## src/logic/fbo_regs.svh

```systemverilog
// register offsets, field positions, reset values and event layout
`ifndef FBO_REGS_SVH
`define FBO_REGS_SVH

`define FBO_AW          8
`define FBO_OFS_IMM     8'h00
`define FBO_OFS_SYNC    8'h04
`define FBO_OFS_EXIT    8'h08
`define FBO_OFS_FILTER  8'h0c
`define FBO_OFS_STATUS  8'h10
`define FBO_OFS_STICKY  8'h14

`define FBO_IMM_RST     8'hc7
`define FBO_SYNC_RST    8'ha0
`define FBO_EXIT_RST    8'h64
`define FBO_LVL_MAX     8'hc8
`define FBO_PCT_FULL    7'h64

`define FBO_ST_PCT_MSB  6
`define FBO_ST_IMM      8
`define FBO_ST_SYNC     9

`define FBO_EVT_ID_MSB  15
`define FBO_EVT_RSV_LSB 16
`define FBO_EVT_RSV_MSB 31
`define FBO_EVT_MASK    32
`define FBO_MASK_CUT    0
`define FBO_MASK_DROP   1
`define FBO_MASK_GOOD   2
`define FBO_EVT_TS_LSB  48
`define FBO_EVT_TS_MSB  63

`define FBO_RESP_OKAY   2'h0
`define FBO_RESP_SLVERR 2'h2

`endif

```

## src/logic/fbo_pkg.sv

```systemverilog
// shared types of the frame buffer overflow manager
package fbo_pkg;

	typedef enum logic [3:0] {
		FBO_FRM_IDLE = 4'h1,
		FBO_FRM_PASS = 4'h2,
		FBO_FRM_CUT  = 4'h4,
		FBO_FRM_DROP = 4'h8
	} fbo_frm_e;

	typedef enum logic [2:0] {
		FBO_REPORT_CUT            = 3'h0,
		FBO_REPORT_DROPPED        = 3'h1,
		FBO_REPORT_CUT_OR_DROPPED = 3'h2,
		FBO_REPORT_GOOD           = 3'h3,
		FBO_REPORT_CUT_OR_GOOD    = 3'h4,
		FBO_REPORT_DROPPED_OR_GOOD = 3'h5,
		FBO_REPORT_ALL            = 3'h6
	} fbo_filter_e;

endpackage : fbo_pkg

```

## src/logic/fbo_axil.sv

```systemverilog
// axi4-lite slave front end: holds address and data, issues strobes
`timescale 1ns/1ps
`include "fbo_regs.svh"

module fbo_axil #(
	parameter int AW = `FBO_AW
) (
	// system
	input  wire logic          aclk,
	input  wire logic          aresetn,
	// axi4-lite
	input  wire logic          s_axi_awvalid,
	output logic               s_axi_awready,
	input  wire logic [AW-1:0] s_axi_awaddr,
	input  wire logic          s_axi_wvalid,
	output logic               s_axi_wready,
	input  wire logic [31:0]   s_axi_wdata,
	input  wire logic [3:0]    s_axi_wstrb,
	output logic               s_axi_bvalid,
	input  wire logic          s_axi_bready,
	output logic [1:0]         s_axi_bresp,
	input  wire logic          s_axi_arvalid,
	output logic               s_axi_arready,
	input  wire logic [AW-1:0] s_axi_araddr,
	output logic               s_axi_rvalid,
	input  wire logic          s_axi_rready,
	output logic [31:0]        s_axi_rdata,
	output logic [1:0]         s_axi_rresp,
	// register file side
	output logic               wr_en,
	output logic [AW-1:0]      wr_addr,
	output logic [31:0]        wr_data,
	output logic [3:0]         wr_strb,
	input  wire logic          wr_err,
	output logic               rd_en,
	output logic [AW-1:0]      rd_addr,
	input  wire logic [31:0]   rd_data,
	input  wire logic          rd_err
);

	typedef struct packed {
		logic          aw_h;
		logic          w_h;
		logic [AW-1:0] awaddr;
		logic [31:0]   wdata;
		logic [3:0]    wstrb;
		logic          bvalid;
		logic [1:0]    bresp;
		logic          rvalid;
		logic [31:0]   rdata;
		logic [1:0]    rresp;
	} fbo_axil_s;

	fbo_axil_s r;
	fbo_axil_s next_r;

	// no new write is taken while a response waits
	assign s_axi_awready = !r.aw_h && !r.bvalid;
	assign s_axi_wready  = !r.w_h && !r.bvalid;
	assign s_axi_arready = !r.rvalid;
	assign s_axi_bvalid  = r.bvalid;
	assign s_axi_bresp   = r.bresp;
	assign s_axi_rvalid  = r.rvalid;
	assign s_axi_rdata   = r.rdata;
	assign s_axi_rresp   = r.rresp;
	assign wr_en   = r.aw_h && r.w_h && !r.bvalid;
	assign wr_addr = r.awaddr;
	assign wr_data = r.wdata;
	assign wr_strb = r.wstrb;
	assign rd_en   = s_axi_arvalid && !r.rvalid;
	assign rd_addr = s_axi_araddr;

	always_comb
	begin
		next_r = r;
		if (s_axi_awvalid && s_axi_awready)
		begin
			next_r.aw_h   = 1'b1;
			next_r.awaddr = s_axi_awaddr;
		end
		if (s_axi_wvalid && s_axi_wready)
		begin
			next_r.w_h   = 1'b1;
			next_r.wdata = s_axi_wdata;
			next_r.wstrb = s_axi_wstrb;
		end
		if (wr_en)
		begin
			next_r.aw_h   = 1'b0;
			next_r.w_h    = 1'b0;
			next_r.bvalid = 1'b1;
			next_r.bresp  = wr_err ? `FBO_RESP_SLVERR : `FBO_RESP_OKAY;
		end
		else if (r.bvalid && s_axi_bready)
			next_r.bvalid = 1'b0;
		if (rd_en)
		begin
			next_r.rvalid = 1'b1;
			next_r.rdata  = rd_data;
			next_r.rresp  = rd_err ? `FBO_RESP_SLVERR : `FBO_RESP_OKAY;
		end
		else if (r.rvalid && s_axi_rready)
			next_r.rvalid = 1'b0;
	end

	always_ff @(posedge aclk)
	begin
		if (!aresetn)
			r <= '0;
		else
			r <= next_r;
	end
endmodule : fbo_axil

```

## src/logic/fbo_overflow_ctrl.sv

```systemverilog
// overflow manager: frame admission, truncation, events and registers
`timescale 1ns/1ps
`include "fbo_regs.svh"

module fbo_overflow_ctrl #(
	parameter int DW        = 32,
	parameter int FILL_W    = 16,
	parameter int BUF_DEPTH = 4096
) (
	// system
	input  wire logic              aclk,
	input  wire logic              aresetn,
	// axi4-lite register bus
	input  wire logic              s_axi_awvalid,
	output logic                   s_axi_awready,
	input  wire logic [`FBO_AW-1:0] s_axi_awaddr,
	input  wire logic              s_axi_wvalid,
	output logic                   s_axi_wready,
	input  wire logic [31:0]       s_axi_wdata,
	input  wire logic [3:0]        s_axi_wstrb,
	output logic                   s_axi_bvalid,
	input  wire logic              s_axi_bready,
	output logic [1:0]             s_axi_bresp,
	input  wire logic              s_axi_arvalid,
	output logic                   s_axi_arready,
	input  wire logic [`FBO_AW-1:0] s_axi_araddr,
	output logic                   s_axi_rvalid,
	input  wire logic              s_axi_rready,
	output logic [31:0]            s_axi_rdata,
	output logic [1:0]             s_axi_rresp,
	// camera stream
	input  wire logic              cam_valid,
	input  wire logic              cam_sof,
	input  wire logic              cam_eof,
	input  wire logic [15:0]       cam_frame_number,
	input  wire logic [DW-1:0]     cam_data,
	// frame buffer write side
	input  wire logic [FILL_W-1:0] buf_fill,
	output logic                   buf_wr_valid,
	output logic [DW-1:0]          buf_wr_data,
	output logic                   buf_wr_last,
	output logic                   buf_wr_cut,
	// status events
	output logic                   evt_valid,
	output logic [63:0]            evt_data
);

	localparam int PW = FILL_W + 8;

	typedef struct packed {
		fbo_pkg::fbo_frm_e    frm;
		logic                 imm_ovf;
		logic                 sync_ovf;
		logic                 sticky;
		logic [7:0]           imm_lvl;
		logic [7:0]           sync_lvl;
		logic [7:0]           exit_lvl;
		fbo_pkg::fbo_filter_e filter;
		logic [15:0]          frame_id;
		logic [15:0]          stamp;
		logic                 wr_valid;
		logic [DW-1:0]        wr_data;
		logic                 wr_last;
		logic                 wr_cut;
		logic                 evt_valid;
		logic [63:0]          evt_data;
	} fbo_core_s;

	fbo_core_s r;
	fbo_core_s next_r;

	logic                wr_en;
	logic [`FBO_AW-1:0]  wr_addr;
	logic [31:0]         wr_data;
	logic [3:0]          wr_strb;
	logic                rd_en;
	logic [`FBO_AW-1:0]  rd_addr;
	logic [31:0]         rd_data;
	logic [PW-1:0]       fill_x100;
	logic [PW-1:0]       pct_raw;
	logic [6:0]          occ_pct;
	logic [7:0]          occ_lvl;
	logic                fin;
	logic                fcut;
	logic                fdrop;
	logic [15:0]         id_now;

	function automatic logic fbo_hit(input logic [`FBO_AW-1:0] a);
		return a == `FBO_OFS_IMM || a == `FBO_OFS_SYNC ||
			a == `FBO_OFS_EXIT || a == `FBO_OFS_FILTER ||
			a == `FBO_OFS_STATUS || a == `FBO_OFS_STICKY;
	endfunction : fbo_hit

	// levels above 100.0 percent are held at full scale
	function automatic logic [7:0] fbo_clip(input logic [7:0] v);
		return (v > `FBO_LVL_MAX) ? `FBO_LVL_MAX : v;
	endfunction : fbo_clip

	function automatic logic fbo_pass(input fbo_pkg::fbo_filter_e f,
		input logic cut, input logic drop, input logic good);
		case (f)
			fbo_pkg::FBO_REPORT_CUT:             return cut;
			fbo_pkg::FBO_REPORT_DROPPED:         return drop;
			fbo_pkg::FBO_REPORT_CUT_OR_DROPPED:  return cut || drop;
			fbo_pkg::FBO_REPORT_GOOD:            return good;
			fbo_pkg::FBO_REPORT_CUT_OR_GOOD:     return cut || good;
			fbo_pkg::FBO_REPORT_DROPPED_OR_GOOD: return drop || good;
			fbo_pkg::FBO_REPORT_ALL:             return 1'b1;
			default:                             return 1'b0;
		endcase
	endfunction : fbo_pass

	function automatic logic [63:0] fbo_word(input logic [15:0] id,
		input logic [15:0] ts, input logic cut, input logic drop,
		input logic good);
		logic [63:0] w;
		w = '0;
		w[`FBO_EVT_ID_MSB:0] = id;
		w[`FBO_EVT_MASK + `FBO_MASK_CUT]  = cut;
		w[`FBO_EVT_MASK + `FBO_MASK_DROP] = drop;
		w[`FBO_EVT_MASK + `FBO_MASK_GOOD] = good;
		w[`FBO_EVT_TS_MSB:`FBO_EVT_TS_LSB] = ts;
		return w;
	endfunction : fbo_word

	fbo_axil #(
		.AW (`FBO_AW)
	) u_axil (
		.aclk          (aclk),
		.aresetn       (aresetn),
		.s_axi_awvalid (s_axi_awvalid),
		.s_axi_awready (s_axi_awready),
		.s_axi_awaddr  (s_axi_awaddr),
		.s_axi_wvalid  (s_axi_wvalid),
		.s_axi_wready  (s_axi_wready),
		.s_axi_wdata   (s_axi_wdata),
		.s_axi_wstrb   (s_axi_wstrb),
		.s_axi_bvalid  (s_axi_bvalid),
		.s_axi_bready  (s_axi_bready),
		.s_axi_bresp   (s_axi_bresp),
		.s_axi_arvalid (s_axi_arvalid),
		.s_axi_arready (s_axi_arready),
		.s_axi_araddr  (s_axi_araddr),
		.s_axi_rvalid  (s_axi_rvalid),
		.s_axi_rready  (s_axi_rready),
		.s_axi_rdata   (s_axi_rdata),
		.s_axi_rresp   (s_axi_rresp),
		.wr_en         (wr_en),
		.wr_addr       (wr_addr),
		.wr_data       (wr_data),
		.wr_strb       (wr_strb),
		.wr_err        (!fbo_hit(wr_addr)),
		.rd_en         (rd_en),
		.rd_addr       (rd_addr),
		.rd_data       (rd_data),
		.rd_err        (!fbo_hit(rd_addr))
	);

	// integer percent; a fill above depth still reads 100
	assign fill_x100 = PW'(buf_fill) * PW'(`FBO_PCT_FULL);
	assign pct_raw   = fill_x100 / PW'(BUF_DEPTH);
	assign occ_pct   = (pct_raw > PW'(`FBO_PCT_FULL)) ?
		`FBO_PCT_FULL : pct_raw[6:0];
	// levels are kept in half-percent steps
	assign occ_lvl   = {occ_pct, 1'b0};

	always_comb
	begin
		rd_data = '0;
		case (rd_addr)
			`FBO_OFS_IMM:    rd_data[7:0] = r.imm_lvl;
			`FBO_OFS_SYNC:   rd_data[7:0] = r.sync_lvl;
			`FBO_OFS_EXIT:   rd_data[7:0] = r.exit_lvl;
			`FBO_OFS_FILTER: rd_data[2:0] = r.filter;
			`FBO_OFS_STATUS:
			begin
				rd_data[`FBO_ST_PCT_MSB:0] = occ_pct;
				rd_data[`FBO_ST_IMM]       = r.imm_ovf;
				rd_data[`FBO_ST_SYNC]      = r.sync_ovf;
			end
			`FBO_OFS_STICKY: rd_data[0] = r.sticky;
			default:         rd_data = '0;
		endcase
	end

	always_comb
	begin
		next_r = r;
		fin    = 1'b0;
		fcut   = 1'b0;
		fdrop  = 1'b0;
		id_now = r.frame_id;
		next_r.wr_valid  = 1'b0;
		next_r.wr_last   = 1'b0;
		next_r.wr_cut    = 1'b0;
		next_r.evt_valid = 1'b0;
		next_r.stamp     = r.stamp + 16'h1;
		if (wr_en && wr_strb[0])
		begin
			case (wr_addr)
				`FBO_OFS_IMM:    next_r.imm_lvl  = fbo_clip(wr_data[7:0]);
				`FBO_OFS_SYNC:   next_r.sync_lvl = fbo_clip(wr_data[7:0]);
				`FBO_OFS_EXIT:   next_r.exit_lvl = fbo_clip(wr_data[7:0]);
				`FBO_OFS_FILTER:
					next_r.filter = fbo_pkg::fbo_filter_e'(wr_data[2:0]);
				default: ;
			endcase
		end
		// the read clears first so that a new overflow still wins
		if (rd_en && rd_addr == `FBO_OFS_STICKY)
			next_r.sticky = 1'b0;
		if (occ_lvl > r.imm_lvl)
		begin
			next_r.imm_ovf = 1'b1;
			next_r.sticky  = 1'b1;
		end
		else if (occ_lvl < r.exit_lvl)
			next_r.imm_ovf = 1'b0;
		// same level for entry and exit; entry checked only between frames, exit at any time
		if (occ_lvl < r.sync_lvl)
			next_r.sync_ovf = 1'b0;
		else if (r.frm == fbo_pkg::FBO_FRM_IDLE && occ_lvl > r.sync_lvl)
		begin
			next_r.sync_ovf = 1'b1;
			next_r.sticky   = 1'b1;
		end
		if (cam_valid)
		begin
			unique case (r.frm)
				fbo_pkg::FBO_FRM_IDLE:
				begin
					// beats outside a frame are ignored
					if (cam_sof)
					begin
						next_r.frame_id = cam_frame_number;
						id_now = cam_frame_number;
						fin = cam_eof;
						if (r.imm_ovf || r.sync_ovf)
						begin
							fdrop = 1'b1;
							next_r.frm = cam_eof ? fbo_pkg::FBO_FRM_IDLE :
								fbo_pkg::FBO_FRM_DROP;
						end
						else
						begin
							next_r.wr_valid = 1'b1;
							next_r.wr_data  = cam_data;
							next_r.wr_last  = cam_eof;
							next_r.frm = cam_eof ? fbo_pkg::FBO_FRM_IDLE :
								fbo_pkg::FBO_FRM_PASS;
						end
					end
				end
				fbo_pkg::FBO_FRM_PASS:
				begin
					fin = cam_eof;
					if (r.imm_ovf)
					begin
						// close the stored part so it still reaches the host
						next_r.wr_valid = 1'b1;
						next_r.wr_last  = 1'b1;
						next_r.wr_cut   = 1'b1;
						fcut = 1'b1;
						next_r.frm = cam_eof ? fbo_pkg::FBO_FRM_IDLE :
							fbo_pkg::FBO_FRM_CUT;
					end
					else
					begin
						next_r.wr_valid = 1'b1;
						next_r.wr_data  = cam_data;
						next_r.wr_last  = cam_eof;
						if (cam_eof)
							next_r.frm = fbo_pkg::FBO_FRM_IDLE;
					end
				end
				fbo_pkg::FBO_FRM_CUT:
				begin
					fcut = 1'b1;
					fin  = cam_eof;
					if (cam_eof)
						next_r.frm = fbo_pkg::FBO_FRM_IDLE;
				end
				fbo_pkg::FBO_FRM_DROP:
				begin
					fdrop = 1'b1;
					fin   = cam_eof;
					if (cam_eof)
						next_r.frm = fbo_pkg::FBO_FRM_IDLE;
				end
				default: next_r.frm = fbo_pkg::FBO_FRM_IDLE;
			endcase
		end
		// at most one event per frame end, so order follows arrival
		if (fin && fbo_pass(r.filter, fcut, fdrop, !fcut && !fdrop))
		begin
			next_r.evt_valid = 1'b1;
			next_r.evt_data  = fbo_word(id_now, r.stamp, fcut, fdrop,
				!fcut && !fdrop);
		end
	end

	always_ff @(posedge aclk)
	begin
		if (!aresetn)
		begin
			r          <= '0;
			r.frm      <= fbo_pkg::FBO_FRM_IDLE;
			r.imm_lvl  <= `FBO_IMM_RST;
			r.sync_lvl <= `FBO_SYNC_RST;
			r.exit_lvl <= `FBO_EXIT_RST;
			r.filter   <= fbo_pkg::FBO_REPORT_CUT_OR_DROPPED;
		end
		else
			r <= next_r;
	end

	assign buf_wr_valid = r.wr_valid;
	assign buf_wr_data  = r.wr_data;
	assign buf_wr_last  = r.wr_last;
	assign buf_wr_cut   = r.wr_cut;
	assign evt_valid    = r.evt_valid;
	assign evt_data     = r.evt_data;
endmodule : fbo_overflow_ctrl

```

## config.mk

```make
export PLATFORM = sky130hd
export DESIGN_NAME = fbo_overflow_ctrl
export DESIGN_NICKNAME = d
export VERILOG_FILES = /design/src/logic/fbo_pkg.sv /design/src/logic/fbo_axil.sv /design/src/logic/fbo_overflow_ctrl.sv
export VERILOG_INCLUDE_DIRS = /design/src /design/src/logic
export SDC_FILE = /design/constraint.sdc
export NUM_CORES = 1
export LEC_CHECK = 0
export ABC_AREA = 1
export BUFFER_PORTS_ARGS = -buffer_cell sky130_fd_sc_hd__buf_2
export CORE_MARGIN = 5
export CORE_UTILIZATION = 47
export CTS_CLUSTER_DIAMETER = 80
export DETAILED_ROUTE_END_ITERATION = 8
export PLACE_DENSITY = 0.73
export SYNTH_ARGS = -nofsm -noshare
export SYNTH_HDL_FRONTEND = slang
export SYNTH_SLANG_ARGS = --single-unit
```

## constraint.sdc

```tcl
create_clock -name aclk -period 4.9 [get_ports aclk]
set_input_delay 0.49 -clock aclk [delete_from_list [all_inputs] [get_ports aclk]]
set_output_delay 0.49 -clock aclk [all_outputs]
set_load 0.05 [all_outputs]
```

==> reports/metrics.yaml <==
final_layout:
  antenna_cells: 0
  final_common_cell: "nand2_1"
  area_growth_syn_to_layout_pct: 9.482
  drive_gt1_share_pct: 17.86
  layout_common_cells: "nand2_1 (236), buf_2 (186), inv_1 (178), dfxtp_1 (170), a21oi_1 (126)"
  final_nets: 1647
sta:
  rsz0062_at_grt: "no"
  slew_headroom_pct: 21.72
  min_period_ns: 4.424
  final.setup.tns_ns: 0
  finalWorstSetupSlack_ns: 0.4760
  clock_skew_ns: 0.01264
  hold_viol: 0
  finalCritPeriodShare_pct: 90.29
  worst_pin_slew_ns: 1.165
  slew_violations: 0
  max_freq_ghz: 0.2260
  setup-violations-final: 0
grt:
  grt_pass1_wl_mm: 37.52
  grt_pass1_vias: 7920
  antenna_found_initial: 0
  grt_overflow: 0
  track_usage_pct: 18.35
  grt_max_degree: 86
worst_hold_path:
  min_delay_path_depth: 4
  min_from: "s_axi_bready"
  hold_end: "u_axil.s_axi_bvalid"
  hold_class: "in -> reg"
synth:
  netlist.top_cell.by_area: "dfxtp_1"
  yosys_most_used_dff: "dfxtp_1"
  synth_warnings: 0
  synth_edf_count: 0
  synth.top_cell.area_share_pct: 34.03
  netlist_area_um2: 10000
  async_flop_share_pct: 0
  syn-instance-count: 1357
  synth.avg_cell_area_um2: 7.371
  ys_ff_latch: 170
  ys_seq_area_share_pct: 34.03
  ys_types: 44
  synth.area.top_cells: "dfxtp_1 (34%), buf_4 (10%), nand2_1 (8.9%)"
routing:
  vias: 8516
  drc_errors: 0
  viasPerCell: 4.920
  dr.pass1.iters: 7
  drt_wl_total_mm: 22.51
  wl_per_cell_um: 13.00
  drt-initial-drc-count: 622
  drtAntennaViolNets: 0
floorplan:
  core_area_um2: 21020
  fp.dieArea_um2: 24300
  initial_core_util_pct: 47.58
  fp.dieW_um: 155.9
  io_pins: 267
  rows: 53
  die_h_um: 155.9
setup_path:
  crit_type: "in -> reg"
  r2r_slack_ns: 1.94
  cp.required_ns: 5.22
  cp-end-kind: "register"
  r2r-end: "evt_data[58]"
  ff2ff_path_depth: 10
  crit_fanout: 5
  slowest_stage: "fa_1"
  path_common_cell: "nand2_1"
  timing.rr.start: "r[163]"
  cp.arrival_ns: 4.74
  critPathMaxStageDelay_ns: 0.51
  cp-start-kind: "primary input"
clocking:
  cts.root.buffer_cell: "clkbuf_16"
  cts_resized: 0
  tritoncts: "done"
  clock_latency_ns: 0.43
  cts_hold_buf: 0
  path_clk_slew_ns: 0.07
  ctsLongestPathBuffers: 2
  cts_max_level: 4
  post_cts_buffers: 0
  cts_buffers: 17
  cts.sinks: 170
power_and_ir_drop:
  total_power_mw: 4.129
  power.density_nw_per_um2: 377.1
  p_sw_mw: 1.512
  power.static_leakage_nw: 5.397
  comb_power_share_pct: 30.2
  internal-power_mw: 2.618
  vdd.ir_drop.worst_mv: 0.2993
  p_seq_share_pct: 36.5
  p_clk_share_pct: 33.3
  p_sw_share_pct: 36.61
job:
  drv_cap: 0
placed_design:
  place_ws_ns: 0.08595
  io_buffers: 186
  place.gp.congestion: 0.8754
  dp_hpwl_mm: 17.07
outcome:
  outcome: "complete, no violations"
[worst max-delay path by stage]
| stage | end | from | cells after the start |
|---|---|---|---|
| 2_1_floorplan | r[159] | buf_fill[8] | 32 |
| 6_report | r[159] | buf_fill[8] | 32 |
| 3_3_place_gp | r[160] | buf_fill[8] | 27 |
| 3_5_place_dp | r[159] | buf_fill[8] | 32 |
| 4_1_cts | r[159] | buf_fill[8] | 32 |
| 5_1_grt | r[159] | buf_fill[8] | 32 |
[power groups by stage]
stage | clock [mW] | combinational, mW | sequential (mW)
CTS | 1.41 | 1.25 | 1.50
detailed placement | 0 | 1.24 | 1.54
finish | 1.38 | 1.25 | 1.51
global route | 1.47 | 1.41 | 1.51
floorplan | 0 | 1.07 | 1.53
global placement | 0 | 1.22 | 1.53
[routing by layer]
layer | track usage [%] | part of all wire [%] | vias up | wire [um]
li1 | - | - | 4427 | -
met1 | 25.22 | 46 | 3820 | 10470
met2 | 29.19 | 45 | 243 | 10180
met3 | 4.521 | 6.7 | 26 | 1504
met4 | 4.377 | 1.6 | 0 | 357
met5 | 0 | 0 | - | 0
[layout make-up]
class,instances,area [um2]
fillers,2082,10070
multi-input cells,878,4927
flip-flops and latches,170,3403
repair buffers,192,975.9
inverters,185,694.4
clock buffers,19,452.9
well taps,275,344.1
clock inverters,12,152.6
[worst max-delay path, delay by kind of cell]
kind	cells	cell delay (ns)
buffers and inverters	6	0.39
adders and majority gates	5	1.79
and+or+nand+nor	18	1.77
AOI/OAI and AO/OA	3	0.32
[state kept, by name (all words and copies together), names as in the netlist, 2 cells and up]
name                count
r                      66
evt_data               35
buf_wr_data            32
u_axil.s_axi_rdata     10
u_axil.wr_addr          8
u_axil.wr_data          8
u_axil.r                2
[synth_stat cells, types with 8 or more instances]
master	instances
nand2_1	236
inv_1	178
dfxtp_1	170
buf_4	133
a21oi_1	126
o21ai_0	93
nor2_1	84
ha_1	67
nand3_1	65
clkbuf_1	35
nor3_1	26
mux2i_1	16
o211a_1	16
fa_1	10
nor2_2	9
o211ai_1	9
o22ai_1	8
[stage by stage]
stage          std cells  instance area (um2)  util, %  hold WS [ns]
3_3_place_gp        1700                10340    49.21        0.4490
4_1_cts             1731                10950    52.09        0.2850
5_1_grt             1731                10950    52.09        0.3064
3_5_place_dp        1700                10340    49.21        0.4525
6_report            1731                10950    52.09        0.3053
2_1_floorplan       1409                10200        -        0.4297
[kinds of logic (layout without fill, tap and decap cells)]
family,count (synthesis),after routing,share of synthesized area [%]
adders and majority gates,77,77,10.38
buffers and inverters,361,408,18.70
AOI/OAI and AO/OA,282,282,15.90
and+or+nand+nor,449,449,19.26
muxes,16,16,1.601
other,1,53,0.03749
DFF,170,170,34.03
xor gates and xnor gates,1,1,0.08758
No activity file was read; power rests on OpenSTA's default activity.
